`config.mk`:
```
export PLATFORM = sky130hd
export DESIGN_NAME = wtp_watchdog
export DESIGN_NICKNAME = d
export VERILOG_FILES = /design/src/wtp_divider.v /design/src/wtp_sync.v /design/src/wtp_watchdog.v
export VERILOG_INCLUDE_DIRS = /design/src
export SDC_FILE = /design/constraint.sdc
export NUM_CORES = 1
export LEC_CHECK = 0
export BUFFER_PORTS_ARGS = -buffer_cell sky130_fd_sc_hd__buf_2
export CAP_MARGIN = 40
export CORE_MARGIN = 1
export CORE_UTILIZATION = 51
export DETAILED_ROUTE_END_ITERATION = 16
export PLACE_DENSITY = 0.79
export SLEW_MARGIN = 0
export SYNTH_ARGS = -nofsm -noshare
export SYNTH_HDL_FRONTEND = slang
export SYNTH_SLANG_ARGS = --single-unit
```
`constraint.sdc`:
```
create_clock -name sys_clk_in -period 4.4 [get_ports sys_clk_in]
set_input_delay 0.44 -clock sys_clk_in [delete_from_list [all_inputs] [get_ports sys_clk_in]]
set_output_delay 0.44 -clock sys_clk_in [all_outputs]
set_load 0.02 [all_outputs]
```
`src/wtp_regs.vh`:
```
// register map, field positions and counts for the prescaled watchdog
// Notes on behaviour
// the counter advances only on edges of the low-power rc oscillator
// the low-power oscillator is switched on whenever the watchdog is enabled
// prescaler divides by 32 or by 128, chosen by prescale_select
// postscaler divides by 2 to the power postscale_select, 1:1 up to 1:32768
// any device reset clears counter, prescaler and postscaler
// a completed clock switch clears counter, prescaler and postscaler
// entering sleep or idle clears counter, prescaler and postscaler
// leaving sleep or idle clears counter, prescaler and postscaler again
// the watchdog clear instruction clears counter, prescaler and postscaler
// an enabled watchdog keeps counting in sleep and idle
// a time-out in sleep or idle wakes the core without a reset
// software clears the sleep or idle status bit after a watchdog wake
// hard enable runs it always; otherwise soft enable gates it, reset clears soft enable
// the time-out flag stays set until software clears it
// a time-out in normal running resets the device and sets the flag
`ifndef WTP_REGS_VH
`define WTP_REGS_VH
`define WTP_ADDR_W 5
`define WTP_OFF_RESET_CTRL 5'h00
`define WTP_OFF_INT_STATUS 5'h04
`define WTP_OFF_INT_MASK 5'h08
`define WTP_OFF_COUNT 5'h0c
`define WTP_OFF_CONFIG 5'h10
`define WTP_RC_IDLE 2
`define WTP_RC_SLEEP 3
`define WTP_RC_TIMEOUT 4
`define WTP_RC_SOFT_EN 5
`define WTP_INT_TIMEOUT 0
`define WTP_INT_WAKE 1
`define WTP_INT_W 2
`define WTP_RC_RESET 6'h00
`define WTP_PRE_W 7
`define WTP_POST_W 15
`define WTP_PRE_LIM_SHORT 7'h1f
`define WTP_PRE_LIM_LONG 7'h7f
`define WTP_RESP_OKAY 2'b00
`define WTP_RESP_SLVERR 2'b10
`endif

```
`src/wtp_divider.v`:
```
// prescaler and postscaler chain that produces the time-out pulse
`timescale 1ns/1ps
`include "wtp_regs.vh"
module wtp_divider (
   // clock and reset
   input wire sys_clk_in,
   input wire srst_in,
   // control
   input wire clear_in,
   input wire tick_in,
   input wire long_pre_in,
   input wire [3:0] post_sel_in,
   // state
   output reg [`WTP_PRE_W-1:0] pre_count_out,
   output reg [`WTP_POST_W-1:0] post_count_out,
   output reg timeout_out
);

   wire [`WTP_PRE_W-1:0] pre_lim;
   wire [`WTP_POST_W-1:0] post_lim;
   wire pre_end;

   assign pre_lim = long_pre_in ? `WTP_PRE_LIM_LONG : `WTP_PRE_LIM_SHORT;
   assign post_lim = ({{(`WTP_POST_W-1){1'b0}}, 1'b1} << post_sel_in) - 1'b1;
   assign pre_end = (pre_count_out == pre_lim);

   always @(posedge sys_clk_in) begin
      if (srst_in || clear_in) begin
         pre_count_out <= {`WTP_PRE_W{1'b0}};
         post_count_out <= {`WTP_POST_W{1'b0}};
         timeout_out <= 1'b0;
      end else begin
         timeout_out <= 1'b0;
         if (tick_in) begin
            if (pre_end) begin
               pre_count_out <= {`WTP_PRE_W{1'b0}};
               if (post_count_out == post_lim) begin
                  post_count_out <= {`WTP_POST_W{1'b0}};
                  timeout_out <= 1'b1;
               end else begin
                  post_count_out <= post_count_out + 1'b1;
               end
            end else begin
               pre_count_out <= pre_count_out + 1'b1;
            end
         end
      end
   end

endmodule

```
`src/wtp_sync.v`:
```
// two-stage synchroniser for a group of asynchronous pins
`timescale 1ns/1ps
module wtp_sync #(
   parameter WIDTH = 1
) (
   // clock and reset
   input wire sys_clk_in,
   input wire srst_in,
   // pins
   input wire [WIDTH-1:0] d_in,
   // synchronised levels
   output wire [WIDTH-1:0] q_out
);

   genvar i;
   generate
      for (i = 0; i < WIDTH; i = i + 1) begin : g_bit
         reg meta;
         reg stable;
         always @(posedge sys_clk_in) begin
            if (srst_in) begin
               meta <= 1'b0;
               stable <= 1'b0;
            end else begin
               meta <= d_in[i];
               stable <= meta;
            end
         end
         assign q_out[i] = stable;
      end
   endgenerate

endmodule

```
`src/wtp_watchdog.v`:
```
// prescaled watchdog: power modes, clear sources, status and axi4-lite slave
//
// Chosen here: the AXI4-Lite slave port and the address map.
`timescale 1ns/1ps
`include "wtp_regs.vh"
module wtp_watchdog (
   // clock and reset
   input wire sys_clk_in,
   input wire srst_in,

   // axi4-lite write address
   input wire [`WTP_ADDR_W-1:0] s_axi_awaddr_in,
   input wire s_axi_awvalid_in,
   output reg s_axi_awready_out,
   // axi4-lite write data
   input wire [31:0] s_axi_wdata_in,
   input wire [3:0] s_axi_wstrb_in,
   input wire s_axi_wvalid_in,
   output reg s_axi_wready_out,
   // axi4-lite write response
   output reg [1:0] s_axi_bresp_out,
   output reg s_axi_bvalid_out,
   input wire s_axi_bready_in,
   // axi4-lite read address
   input wire [`WTP_ADDR_W-1:0] s_axi_araddr_in,
   input wire s_axi_arvalid_in,
   output reg s_axi_arready_out,
   // axi4-lite read data
   output reg [31:0] s_axi_rdata_out,
   output reg [1:0] s_axi_rresp_out,
   output reg s_axi_rvalid_out,
   input wire s_axi_rready_in,

   // oscillator and configuration pins
   input wire low_power_rc_osc_clk_in,
   input wire cfg_hard_en_in,
   input wire cfg_long_pre_in,
   input wire [3:0] cfg_post_sel_in,

   // core events, one-cycle pulses on this clock
   input wire dev_reset_in,
   input wire clear_instr_in,
   input wire sleep_instr_in,
   input wire idle_instr_in,
   input wire wake_in,
   input wire clk_switch_done_in,

   // outputs to the system
   output reg osc_enable_out,
   output reg device_reset_out,
   output reg wake_out,
   output reg sleep_mode_out,
   output reg idle_mode_out,
   output reg irq_out
);

   localparam MODE_RUN = 3'b001;
   localparam MODE_SLEEP = 3'b010;
   localparam MODE_IDLE = 3'b100;

   // synchronised pins
   wire [6:0] pins_q;
   wire low_power_rc_osc_q;
   wire hard_en;
   wire long_pre;
   wire [3:0] post_sel;
   reg low_power_rc_osc_last;
   wire tick;

   // divider chain
   wire [`WTP_PRE_W-1:0] pre_count;
   wire [`WTP_POST_W-1:0] post_count;
   wire timeout;
   reg wd_clear;

   // state
   reg [2:0] mode;
   reg [2:0] next_mode;
   reg soft_en;
   reg timeout_flag;
   reg sleep_flag;
   reg idle_flag;
   reg [`WTP_INT_W-1:0] int_status;
   reg [`WTP_INT_W-1:0] int_mask;
   wire enabled;
   reg wd_reset;
   reg wd_wake;

   // bus side
   reg aw_got;
   reg w_got;
   reg [`WTP_ADDR_W-1:0] aw_addr;
   reg [31:0] w_data;
   reg [3:0] w_strb;
   wire wr_go;
   wire wr_lo;
   reg wr_rc;
   reg wr_st;
   reg wr_mask;
   reg wr_hit;
   reg [31:0] rd_data;
   reg rd_hit;

   wtp_sync #(
      .WIDTH(7)
   ) u_sync (
      .sys_clk_in(sys_clk_in),
      .srst_in(srst_in),
      .d_in({cfg_post_sel_in, cfg_long_pre_in, cfg_hard_en_in, low_power_rc_osc_clk_in}),
      .q_out(pins_q)
   );

   assign low_power_rc_osc_q = pins_q[0];
   assign hard_en = pins_q[1];
   assign long_pre = pins_q[2];
   assign post_sel = pins_q[6:3];

   // rising edge of the oscillator, taken from the settled stage only
   always @(posedge sys_clk_in) begin
      if (srst_in) begin
         low_power_rc_osc_last <= 1'b0;
      end else begin
         low_power_rc_osc_last <= low_power_rc_osc_q;
      end
   end

   assign tick = low_power_rc_osc_q & ~low_power_rc_osc_last & enabled;
   assign enabled = hard_en | soft_en;

   // every restart source, and a disabled watchdog, holds the chain at zero
   always @* begin
      wd_clear = ~enabled;
      if (dev_reset_in || device_reset_out) begin
         wd_clear = 1'b1;
      end
      if (clk_switch_done_in) begin
         wd_clear = 1'b1;
      end
      if (sleep_instr_in || idle_instr_in) begin
         wd_clear = 1'b1;
      end
      if (mode != MODE_RUN && (wake_in || timeout)) begin
         wd_clear = 1'b1;
      end
      if (clear_instr_in) begin
         wd_clear = 1'b1;
      end
   end

   wtp_divider u_div (
      .sys_clk_in(sys_clk_in),
      .srst_in(srst_in),
      .clear_in(wd_clear),
      .tick_in(tick),
      .long_pre_in(long_pre),
      .post_sel_in(post_sel),
      .pre_count_out(pre_count),
      .post_count_out(post_count),
      .timeout_out(timeout)
   );

   // power mode sequencing
   always @* begin
      next_mode = mode;
      wd_reset = 1'b0;
      wd_wake = 1'b0;
      case (mode)
         MODE_RUN: begin
            if (timeout) begin
               wd_reset = 1'b1;
            end else if (sleep_instr_in) begin
               next_mode = MODE_SLEEP;
            end else if (idle_instr_in) begin
               next_mode = MODE_IDLE;
            end
         end
         MODE_SLEEP, MODE_IDLE: begin
            if (timeout) begin
               wd_wake = 1'b1;
               next_mode = MODE_RUN;
            end else if (wake_in) begin
               next_mode = MODE_RUN;
            end
         end
         default: begin
            next_mode = MODE_RUN;
         end
      endcase
      if (dev_reset_in) begin
         next_mode = MODE_RUN;
      end
   end

   always @(posedge sys_clk_in) begin
      if (srst_in) begin
         mode <= MODE_RUN;
         device_reset_out <= 1'b0;
         wake_out <= 1'b0;
         sleep_mode_out <= 1'b0;
         idle_mode_out <= 1'b0;
         osc_enable_out <= 1'b0;
      end else begin
         mode <= next_mode;
         device_reset_out <= wd_reset;
         wake_out <= wd_wake;
         sleep_mode_out <= (next_mode == MODE_SLEEP);
         idle_mode_out <= (next_mode == MODE_IDLE);
         osc_enable_out <= enabled;
      end
   end

   // axi4-lite write path: address and data accepted in either order
   assign wr_go = aw_got & w_got & ~s_axi_bvalid_out;
   assign wr_lo = wr_go & w_strb[0];

   always @* begin
      wr_rc = 1'b0;
      wr_st = 1'b0;
      wr_mask = 1'b0;
      wr_hit = 1'b1;
      case (aw_addr)
         `WTP_OFF_RESET_CTRL: wr_rc = wr_lo;
         `WTP_OFF_INT_STATUS: wr_st = wr_lo;
         `WTP_OFF_INT_MASK: wr_mask = wr_lo;
         `WTP_OFF_COUNT: wr_hit = 1'b1;
         `WTP_OFF_CONFIG: wr_hit = 1'b1;
         default: wr_hit = 1'b0;
      endcase
   end

   always @(posedge sys_clk_in) begin
      if (srst_in) begin
         aw_got <= 1'b0;
         w_got <= 1'b0;
         aw_addr <= {`WTP_ADDR_W{1'b0}};
         w_data <= 32'h0000_0000;
         w_strb <= 4'h0;
         s_axi_awready_out <= 1'b0;
         s_axi_wready_out <= 1'b0;
         s_axi_bvalid_out <= 1'b0;
         s_axi_bresp_out <= `WTP_RESP_OKAY;
      end else begin
         if (s_axi_awvalid_in && s_axi_awready_out) begin
            aw_got <= 1'b1;
            aw_addr <= s_axi_awaddr_in;
            s_axi_awready_out <= 1'b0;
         end else begin
            s_axi_awready_out <= ~aw_got;
         end
         if (s_axi_wvalid_in && s_axi_wready_out) begin
            w_got <= 1'b1;
            w_data <= s_axi_wdata_in;
            w_strb <= s_axi_wstrb_in;
            s_axi_wready_out <= 1'b0;
         end else begin
            s_axi_wready_out <= ~w_got;
         end
         if (wr_go) begin
            s_axi_bvalid_out <= 1'b1;
            s_axi_bresp_out <= wr_hit ? `WTP_RESP_OKAY : `WTP_RESP_SLVERR;
         end else if (s_axi_bvalid_out && s_axi_bready_in) begin
            s_axi_bvalid_out <= 1'b0;
            aw_got <= 1'b0;
            w_got <= 1'b0;
            s_axi_awready_out <= 1'b1;
            s_axi_wready_out <= 1'b1;
         end
      end
   end

   // status and control bits; a hardware set wins over a software clear
   always @(posedge sys_clk_in) begin
      if (srst_in) begin
         soft_en <= 1'b0;
         timeout_flag <= 1'b0;
         sleep_flag <= 1'b0;
         idle_flag <= 1'b0;
         int_status <= {`WTP_INT_W{1'b0}};
         int_mask <= {`WTP_INT_W{1'b0}};
      end else begin
         if (dev_reset_in || wd_reset) begin
            soft_en <= 1'b0;
         end else if (wr_rc) begin
            soft_en <= w_data[`WTP_RC_SOFT_EN];
         end
         timeout_flag <= (timeout_flag & ~(wr_rc & w_data[`WTP_RC_TIMEOUT]))
            | wd_reset | wd_wake;
         sleep_flag <= (sleep_flag & ~(wr_rc & w_data[`WTP_RC_SLEEP]))
            | (mode == MODE_RUN & sleep_instr_in & ~timeout);
         idle_flag <= (idle_flag & ~(wr_rc & w_data[`WTP_RC_IDLE]))
            | (mode == MODE_RUN & idle_instr_in & ~sleep_instr_in & ~timeout);
         int_status[`WTP_INT_TIMEOUT] <= (int_status[`WTP_INT_TIMEOUT]
            & ~(wr_st & w_data[`WTP_INT_TIMEOUT])) | wd_reset | wd_wake;
         int_status[`WTP_INT_WAKE] <= (int_status[`WTP_INT_WAKE]
            & ~(wr_st & w_data[`WTP_INT_WAKE])) | wd_wake;
         if (wr_mask) begin
            int_mask <= w_data[`WTP_INT_W-1:0];
         end
      end
   end

   always @(posedge sys_clk_in) begin
      if (srst_in) begin
         irq_out <= 1'b0;
      end else begin
         irq_out <= |(int_status & int_mask);
      end
   end

   // axi4-lite read path
   always @* begin
      rd_data = 32'h0000_0000;
      rd_hit = 1'b1;
      case (s_axi_araddr_in)
         `WTP_OFF_RESET_CTRL: begin
            rd_data[`WTP_RC_SOFT_EN] = soft_en;
            rd_data[`WTP_RC_TIMEOUT] = timeout_flag;
            rd_data[`WTP_RC_SLEEP] = sleep_flag;
            rd_data[`WTP_RC_IDLE] = idle_flag;
         end
         `WTP_OFF_INT_STATUS: rd_data[`WTP_INT_W-1:0] = int_status;
         `WTP_OFF_INT_MASK: rd_data[`WTP_INT_W-1:0] = int_mask;
         `WTP_OFF_COUNT: rd_data[22:0] = {pre_count, 1'b0, post_count};
         `WTP_OFF_CONFIG: rd_data[8:0] = {enabled, hard_en, long_pre, mode[2:1], post_sel};
         default: rd_hit = 1'b0;
      endcase
   end

   always @(posedge sys_clk_in) begin
      if (srst_in) begin
         s_axi_arready_out <= 1'b0;
         s_axi_rvalid_out <= 1'b0;
         s_axi_rdata_out <= 32'h0000_0000;
         s_axi_rresp_out <= `WTP_RESP_OKAY;
      end else begin
         if (s_axi_arvalid_in && s_axi_arready_out) begin
            s_axi_arready_out <= 1'b0;
            s_axi_rvalid_out <= 1'b1;
            s_axi_rdata_out <= rd_data;
            s_axi_rresp_out <= rd_hit ? `WTP_RESP_OKAY : `WTP_RESP_SLVERR;
         end else if (s_axi_rvalid_out) begin
            if (s_axi_rready_in) begin
               s_axi_rvalid_out <= 1'b0;
               s_axi_arready_out <= 1'b1;
            end
         end else begin
            s_axi_arready_out <= 1'b1;
         end
      end
   end

endmodule

```
==> run_results.csv, run 1 <==
group,metric,value,unit
worst_setup_path,criticalPathCategory,"reg -> reg",
clocking,cts_setup_buffers,0,
layout,multiInputGateArea,2210,µm²
clocking,clock_latency,0.36,ns
layout,fill_cells,751,
clocking,clk_pin_slew,0.09,ns
timing,hold_slack,0.288,ns
drt,viasPerCell,5.71,
power_and_ir_drop,powerDensity,341,nW/µm²
clocking,tritoncts,"built",
global_route,antenna_found_initial,0,
power_and_ir_drop,ir_worst_vdd,0.000276,V
drt,detail_route.wl_per_cell,14.7,µm
drt,first_pass_iters,5,
synthesis,syn_avg_cell_area,8.73,µm²
worst_setup_path,crit_fanout,24,
floorplan,start_util,0.530,
worst_setup_path,cp-startpoint,"u_sync.g_bit[6].stable",
timing,fin_skew,0.0124,ns
worst_setup_path,crit_chain,"or4b_2 -> ha_1 -> a21boi_1 -> or3_1 -> a2111oi_0 -> or4b_1 -> o21bai_4 -> nor2_1",
outcome,status,"completed",
worst_setup_path,cp.buffers_inverters,0,
layout,drive_gt1_frac,0.188,
layout,fin_nets,632,
floorplan,die_h,94.9,µm
worst_setup_path,startpoint_type,"flop",
clocking,cts_hold_buf,0,
floorplan,dieArea,9010,µm²
floorplan,rows,33,
worst_hold_path,hp-class,"in -> reg",
clocking,cts_made_buffers,9,
worst_setup_path,required,4.64,ns
synthesis,synth_top_area_frac,0.446,
worst_setup_path,cp_slowest_cell,"or4b_2",
global_route,grt-ovfl-total,0,
synthesis,ys_seq_area_frac,0.446,
worst_setup_path,r2r_start,"u_sync.g_bit[6].stable",
synthesis,synth_top_cell_by_area,"dfxtp_1",
drt,detail_route.iter0.violations,318,
global_route,grt_max_degree,34,
synthesis,synth.distinct_cells,58,
power_and_ir_drop,totalPowerFinal,1.69,mW
placement,place_ws,0.595,ns
synthesis,yosys_warnings,0,
clocking,clock-sinks,98,
synthesis,ys_async_sr_fraction,0,
timing,slew_headroom,0.450,
timing,fin_ws,0.502,ns
timing,rsz0062_at_grt,"false",
synthesis,synth.area.top_cells,"dfxtp_1 45%, nor2_1 4.1%, nand2_1 3.8%, a21oi_1 3.8%, a22o_1 3.2%",
synthesis,synth.ff_latch_count,98,
run,drv_cap,0,
worst_setup_path,critPathMaxStageDelay,0.72,ns
placement,portBuffers,71,
floorplan,core_area,8300,µm²
timing,finalSetupViolCount,0,
timing,fin_tns_setup,0,ns
clocking,clockRootBuffer,"clkbuf_8",
timing,worst_slew_pin_slew,0.817,ns
timing,finalCritPeriodShare,0.886,
timing,max_freq,0.257,GHz
placement,gp_congestion,0.874,
synthesis,synth_edf_count,0,
layout,regArea,1960,µm²
global_route,use_met2,0.378,
worst_setup_path,cp-end-kind,"flop",
global_route,use_met3,0.0475,
power_and_ir_drop,cellLeakagePower,1.96,nW
floorplan,io_pins,113,
layout,syn2layout_area_growth,12.4,%
worst_hold_path,worstHoldStart,"cfg_post_sel_in[0]",
synthesis,synth.cell_area,4400,µm²
timing,hold_violations,0,
drt,wl,9.87,mm
synthesis,synth_ff_type,"dfxtp_1",
floorplan,die_width,94.9,µm
synthesis,synthCells,504,
drt,antenna_left,0,
clocking,ctsResizeCount,0,
timing,drv_slew,0,
global_route,grt_usage,0.226,
timing,min_period,3.90,ns
worst_setup_path,cpLargestDelayFamily,"simple AND/OR/NAND/NOR gates",
global_route,grt_pass1_vias,3459,
worst_setup_path,cp.arrival,4.14,ns
layout,antenna_cells,0,
clocking,clockBufferDepth,2,
placement,hpwlAfterDp,7.21,mm
drt,remaining_drc_errors,0,
global_route,grt_pass1_wl,15.9,mm
clocking,htreeDepth,3,
drt,vias,3841,
global_route,grt_use_met1,0.290,
global_route,busiest_layer,"met2",
Yosys cell counts, types with 3 or more instances:
library cell / count
nor2b_1: 20
o21ai_0: 20
xnor2_1: 9
and3_1: 10
buf_2: 6
xor2_1: 12
inv_1: 10
clkbuf_1: 15
nor4_1: 4
a2111oi_0: 6
buf_4: 17
nand2b_1: 11
a21oi_1: 33
dfxtp_1: 98
ha_1: 3
nor2_1: 48
mux2_2: 7
o21a_1: 5
nand3_1: 23
nand2_1: 45
or3_1: 3
nor3_1: 18
nand3b_1: 3
mux2i_1: 4
nand4_1: 9
a221oi_1: 8
a22o_1: 16
and2_1: 3
registers in the layout (all words and copies together) (netlist names), 2 cells and up:
register              cells
aw_addr                   5
w_data                    6
u_div.pre_count_out       7
u_sync.g_bit.stable       7
u_sync.g_bit.meta         7
int_mask                  2
int_status                2
s_axi_rdata_out          22
mode                      3
u_div.post_count_out     15
worst reg2reg max path: cells and delay by family, from the launching register on:
kind | cells | cell delay (ns)
AO/OA/AOI/OAI | 3 | 0.99
AND/OR/NAND/NOR | 4 | 1.86
adder cells (fa/ha/maj) | 1 | 0.40
flip-flops | 1 | 0.54
per-layer routing:
| layer | share of wire | wire [µm] |
|---|---|---|
| met4 | 0.016 | 157 |
| met2 | 0.47 | 4670 |
| met5 | 0 | 0 |
| met3 | 0.058 | 569 |
| met1 | 0.45 | 4470 |
cells in the final DEF, fill, tap and decap left out, drive strengths merged, types with 6 or more instances in the layout:
cell / synthesis / final
a2111oi: 6 / 6
dfxtp: 98 / 98
nand2: 45 / 45
a22o: 16 / 16
nor2: 49 / 49
xnor2: 9 / 9
and3: 10 / 10
mux2: 7 / 7
a21oi: 33 / 33
nor3: 18 / 18
conb: 1 / 12
nand4: 9 / 9
nand3: 23 / 23
nand2b: 11 / 11
nor2b: 20 / 20
o21ai: 20 / 20
xor2: 12 / 12
inv: 10 / 11
a221oi: 8 / 8
clkbuf: 15 / 9
buf: 25 / 77
cell type report:
cell class	instances	share of cell area
Tap cell	105	0.0266
Multi-Input combinational cell	367	0.448
Clock inverter	7	0.0157
Sequential cell	98	0.397
Inverter	10	0.00759
Timing Repair Buffer	77	0.0809
Clock buffer	9	0.0250
stage by stage:
stage	instance area [µm²]	util	std cells
after floorplan	4440	-	515
after global placement	4740	0.571	656
after detailed placement	4750	0.572	657
after CTS	4950	0.596	673
after global routing	4950	0.596	673
final	4950	0.596	673
logic make-up (layout without fill, tap and decap cells):
family / Yosys count / in the layout / share of synthesized area
flops: 98 / 98 / 0.446
simple gates: 211 / 211 / 0.244
fa+ha+maj: 3 / 3 / 0.00853
other cells: 1 / 12 / 0.000852
mux: 11 / 11 / 0.0270
xor+xnor: 21 / 21 / 0.0418
compound gates: 109 / 109 / 0.171
buf+inv: 50 / 103 / 0.0605
final timing paths:
kind                        endpoint  slack (ns)  cells after the start
max          u_div.post_count_out[9]        0.50                      8
min             u_sync.g_bit[3].meta        0.29                      2
max reg2reg  u_div.post_count_out[9]        0.50                      8
min reg2reg   u_sync.g_bit[4].stable        0.44                      1
power breakdown:
part,switching (mW),internal (mW)
sequential,0.0232,0.912
clock,0.316,0.267
combinational,0.102,0.0680
Power figures use the tool's default switching activity.
==> run 2, diff against run 1 <==
Settings changed: GPL_ROUTABILITY_DRIVEN from default to 0.
Clock period 4.4 ns to 4.5 ns, I/O delays scaled along.
==> run 2 against run 1 <==
  * First-iteration DRC count grew 7.5%
  * Register-to-register slack gained 0.02 ns
  * Routed wire length shrank 1.4%
  * Critical path depth is the same
  * Utilization grew 0.33 points
  * Clock-buffer cell count grew 2
  * Final cell count shrank 0.15%
  * Combinational power shrank 3%
  * Clock power grew 11%
  * Worst hold slack gained 0.0072 ns
  * Design area grew 0.56%
  * Largest power group unchanged
==> run_results.csv, run 2 (same netlist as run 1, synthesis figures left out) <==
group,metric,value,unit
timing,fin_ws,0.522,ns
clocking,clockRootBuffer,"clkbuf_8",
global_route,grt_pass1_vias,3577,
drt,antenna_left,0,
timing,slew_headroom,0.435,
run,drv_cap,0,
clocking,ctsResizeCount,0,
clocking,clk_pin_slew,0.09,ns
worst_setup_path,required,4.75,ns
worst_setup_path,r2r_cells,8,
floorplan,die_h,94.9,µm
worst_setup_path,r2r_start,"u_sync.g_bit[5].stable",
floorplan,rows,33,
worst_hold_path,hp-class,"in -> reg",
layout,syn2layout_area_growth,13.0,%
timing,min_period,3.98,ns
clocking,clock-sinks,98,
placement,dpl.cell_count,656,
clocking,clock_latency,0.36,ns
timing,rsz0062_at_grt,"false",
floorplan,io_pins,113,
power_and_ir_drop,cellLeakagePower,1.97,nW
clocking,cts_hold_buf,0,
layout,largest_reg_flops,22,
timing,max_freq,0.251,GHz
floorplan,die_width,94.9,µm
worst_setup_path,reg2reg_slack,0.52,ns
clocking,tritoncts,"built",
drt,remaining_drc_errors,0,
worst_setup_path,crit_fanout,24,
worst_setup_path,crit_path_end,"u_div.post_count_out[7]",
timing,fin_skew,0.0107,ns
timing,hold_violations,0,
layout,antenna_cells,0,
global_route,antenna_found_initial,0,
outcome,status,"completed",
placement,portBuffers,71,
floorplan,core_area,8300,µm²
timing,finalCritPeriodShare,0.884,
placement,place_ws,0.550,ns
worst_setup_path,cp.arrival,4.23,ns
layout,fin_nets,631,
layout,layout_common_cells,"98 x dfxtp_1, 71 x buf_2, 48 x nor2_1",
worst_setup_path,cp-end-kind,"flop",
drt,detail_route.wl_per_cell,14.5,µm
layout,final_core_util,0.599,
placement,dpl_cell_area,4740,µm²
timing,worst_slew_pin_slew,0.840,ns
timing,hold_slack,0.295,ns
global_route,grt_max_degree,34,
layout,largestRegisters,"s_axi_rdata_out: 22 flops, u_div.post_count_out: 15 flops",
drt,vias,3840,
worst_setup_path,r2r-end,"u_div.post_count_out[7]",
worst_setup_path,criticalPathCategory,"reg -> reg",
worst_setup_path,cp-startpoint,"u_sync.g_bit[5].stable",
drt,detail_route.iter0.violations,342,
drt,first_pass_iters,5,
power_and_ir_drop,totalPowerFinal,1.73,mW
placement,hpwlAfterDp,7.14,mm
clocking,htreeDepth,3,
power_and_ir_drop,ir_worst_vdd,0.000256,V
layout,regArea,1960,µm²
timing,drv_slew,0,
timing,finalSetupViolCount,0,
global_route,grt_usage,0.228,
layout,top_register,"s_axi_rdata_out",
floorplan,dieArea,9010,µm²
layout,layout_commonest_cell,"dfxtp_1",
layout,finalInstanceArea,4970,µm²
clocking,clockBufferDepth,2,
global_route,grt-ovfl-total,0,
power_and_ir_drop,powerDensity,347,nW/µm²
layout,drive_gt1_frac,0.187,
global_route,grt_pass1_wl,16.1,mm
drt,wl,9.74,mm
layout,fill_cells,740,
floorplan,start_util,0.530,
worst_setup_path,startpoint_type,"flop",
layout,stdcell_count,672,
worst_hold_path,worstHoldStart,"cfg_post_sel_in[3]",
clocking,cts_made_buffers,9,
drt,viasPerCell,5.71,
layout,multiInputGateArea,2210,µm²
timing,fin_tns_setup,0,ns
clocking,cts_setup_buffers,0,
==> run 2: where the power goes <==
part	leakage (nW)	internal (mW)	switching [mW]
Sequential	0.798	0.892	0.0226
Combinational	1.06	0.0661	0.0989
Clock	0.116	0.346	0.301
Total	1.97	1.30	0.423
==> run 2: critical path, cell delays in order (launching register included) <==
cell	delay [ns]
dfxtp_1	0.56
or4b_2	0.78
ha_1	0.42
a21boi_1	0.23
or3_1	0.36
a2111oi_0	0.43
or4b_1	0.68
o21bai_4	0.31
nor2_1	0.09
==> run 2: worst min-delay path by stage <==
stage                                   endpoint  slack [ns]  depth (start not counted)
after global placement    u_sync.g_bit[3].stable        0.43                          1
final                       u_sync.g_bit[6].meta        0.29                          2
after CTS                   u_sync.g_bit[6].meta        0.28                          2
after global routing        u_sync.g_bit[2].meta        0.28                          2
after detailed placement  u_sync.g_bit[4].stable        0.43                          1
after floorplan           u_sync.g_bit[0].stable        0.41                          1
==> run 2: area by class of cell <==
class,instances,share of cell area
Timing Repair Buffer,76,0.0790
Inverter,10,0.00755
Clock inverter,5,0.0171
Multi-Input combinational cell,367,0.445
Tap cell,105,0.0264
Clock buffer,11,0.0304
Sequential cell,98,0.394
==> run 2: layer usage <==
metal | vias up | track usage | wire length (µm)
met4 | 0 | 0.0783 | 174
met5 | - | 0 | 0
met1 | 1808 | 0.279 | 4260
met3 | 14 | 0.0564 | 642
li1 | 1890 | - | -
met2 | 128 | 0.389 | 4670
==> run 3, diff against run 2 <==
Settings changed: PLACE_DENSITY 0.79 to 0.77.
==> run 3 against run 2 <==
  * Total power down 5.5%
  * Clock power fell by 15%
  * Sequential power barely moved
  * Critical endpoint unchanged
  * Utilization decreased by 0.42 points
  * Register-to-register slack gained 0.17 ns
  * Critical path type unchanged
  * Largest power group unchanged
  * Clock skew decreased by 0.0028 ns
  * Design area decreased by 0.70%
  * Worst setup slack improved by 0.17 ns
==> run_results.csv, run 3 (same netlist as run 1, synthesis figures left out) <==
group,metric,value,unit
outcome,status,"completed",
global_route,antenna_found_initial,0,
layout,syn2layout_area_growth,12.2,%
timing,hold_slack,0.286,ns
clocking,clockRootBuffer,"clkbuf_8",
placement,portBuffers,71,
placement,dpl_cell_area,4750,µm²
clocking,htreeDepth,3,
layout,drive_gt1_frac,0.188,
floorplan,start_util,0.530,
timing,worst_slew_pin_slew,0.905,ns
drt,wl_met3,577,µm
worst_setup_path,required,4.76,ns
clocking,cts_setup_buffers,0,
timing,min_period,3.81,ns
floorplan,io_pins,113,
timing,finalCritPeriodShare,0.847,
layout,layout_commonest_cell,"dfxtp_1",
drt,vias,3778,
worst_hold_path,min_path_cells,2,
timing,rsz0062_at_grt,"false",
global_route,grt_pass1_wl,15.4,mm
layout,stdcell_count,673,
global_route,grt_max_degree,46,
layout,regArea,1960,µm²
clocking,clk_pin_slew,0.09,ns
floorplan,die_width,94.9,µm
floorplan,rows,33,
drt,highest_layer,"met4",
layout,largest_reg_flops,22,
drt,antenna_left,0,
drt,route.met2.wl,4.37,mm
worst_hold_path,worstHoldStart,"cfg_post_sel_in[1]",
run,drv_cap,0,
global_route,grt_pass1_vias,3281,
drt,detail_route.iter0.violations,250,
clocking,cts_hold_buf,0,
layout,top_register,"s_axi_rdata_out",
clocking,cts_made_buffers,9,
drt,wl_met1,4.40,mm
timing,hold_violations,0,
floorplan,core_area,8300,µm²
timing,drv_slew,0,
clocking,ctsResizeCount,0,
worst_setup_path,cp-end-kind,"flop",
worst_setup_path,r2r-end,"u_div.post_count_out[7]",
worst_hold_path,holdPathEnd,"u_sync.g_bit[4].meta",
worst_setup_path,crit_fanout,21,
timing,finalSetupViolCount,0,
drt,first_pass_iters,5,
worst_setup_path,cp.arrival,4.07,ns
layout,layout_common_cells,"98 x dfxtp_1, 71 x buf_2, 48 x nor2_1",
timing,max_freq,0.263,GHz
worst_setup_path,crit_chain,"or4b_2 -> ha_1 -> inv_1 -> o21ai_0 -> a311o_1 -> a211o_1 -> or4b_1 -> o21bai_4 -> nor2_1",
layout,multiInputGateArea,2210,µm²
layout,antenna_cells,0,
timing,fin_ws,0.691,ns
layout,final_core_util,0.595,
drt,viasPerCell,5.61,
timing,fin_tns_setup,0,ns
clocking,clock-sinks,98,
placement,place_ws,0.731,ns
global_route,grt-ovfl-total,0,
power_and_ir_drop,totalPowerFinal,1.63,mW
layout,fin_nets,632,
drt,detail_route.wl_per_cell,14.1,µm
layout,largestRegisters,"s_axi_rdata_out: 22 flops, u_div.post_count_out: 15 flops",
layout,fill_cells,733,
timing,slew_headroom,0.394,
worst_hold_path,hp-class,"in -> reg",
clocking,tritoncts,"built",
power_and_ir_drop,ir_worst_vdd,0.000161,V
floorplan,dieArea,9010,µm²
power_and_ir_drop,cellLeakagePower,1.96,nW
timing,fin_skew,0.00787,ns
layout,finalInstanceArea,4940,µm²
placement,hpwlAfterDp,7.04,mm
worst_setup_path,critPathMaxStageDelay,0.73,ns
clocking,clockBufferDepth,2,
worst_setup_path,cp_slowest_cell,"or4b_1",
worst_setup_path,reg2reg_slack,0.69,ns
worst_setup_path,r2r_cells,9,
worst_setup_path,startpoint_type,"flop",
drt,wl,9.50,mm
drt,remaining_drc_errors,0,
worst_setup_path,cp-startpoint,"u_sync.g_bit[4].stable",
floorplan,die_h,94.9,µm
placement,dpl.cell_count,657,
worst_setup_path,r2r_start,"u_sync.g_bit[4].stable",
worst_setup_path,criticalPathCategory,"reg -> reg",
clocking,clock_latency,0.37,ns
power_and_ir_drop,powerDensity,330,nW/µm²
global_route,grt_usage,0.221,
run 3: cell types whose count changed in the layout (fill, tap and decap cells not counted), sizes merged:
cell | previous run | this run
buf | 76 | 77
inv | 11 | 15
bufinv | 2 | 0
clkbuf | 11 | 10
clkinv | 1 | 0
run 3: worst max-delay path by stage:
stage,to,slack (ns),cells after the start
after global routing,u_div.post_count_out[5],0.44,9
after floorplan,u_div.post_count_out[10],1.03,14
after global placement,u_div.post_count_out[13],0.80,8
after detailed placement,u_div.post_count_out[7],0.73,9
final,u_div.post_count_out[7],0.69,9
after CTS,u_div.post_count_out[7],0.73,9
run 3: area by class of cell:
class                   instances  share of cell area
multi-input cells             367               0.448
flip-flops and latches         98               0.397
repair buffers                 77              0.0811
clock buffers                  10              0.0279
well taps                     105              0.0266
clock inverters                 6              0.0114
inverters                      10             0.00760
run 3: power breakdown:
group / switching [mW] / internal [mW]
combinational: 0.0982 / 0.0661
sequential: 0.0209 / 0.892
clock: 0.324 / 0.230
run 3: layer usage:
| metal | vias to the layer above | track usage |
|---|---|---|
| met3 | 17 | 0.0467 |
| met2 | 125 | 0.351 |
| li1 | 1894 | - |
| met4 | 0 | 0.0833 |
| met5 | - | 0 |
| met1 | 1742 | 0.293 |
run 3: critical path, delay by kind of cell, from the launching register on:
kind                     cells  cell delay (ns)
adder cells (fa/ha/maj)      1             0.41
AO/OA/AOI/OAI                4             1.08
buffers and inverters        1             0.14
flip-flops                   1             0.53
AND/OR/NAND/NOR              3             1.53
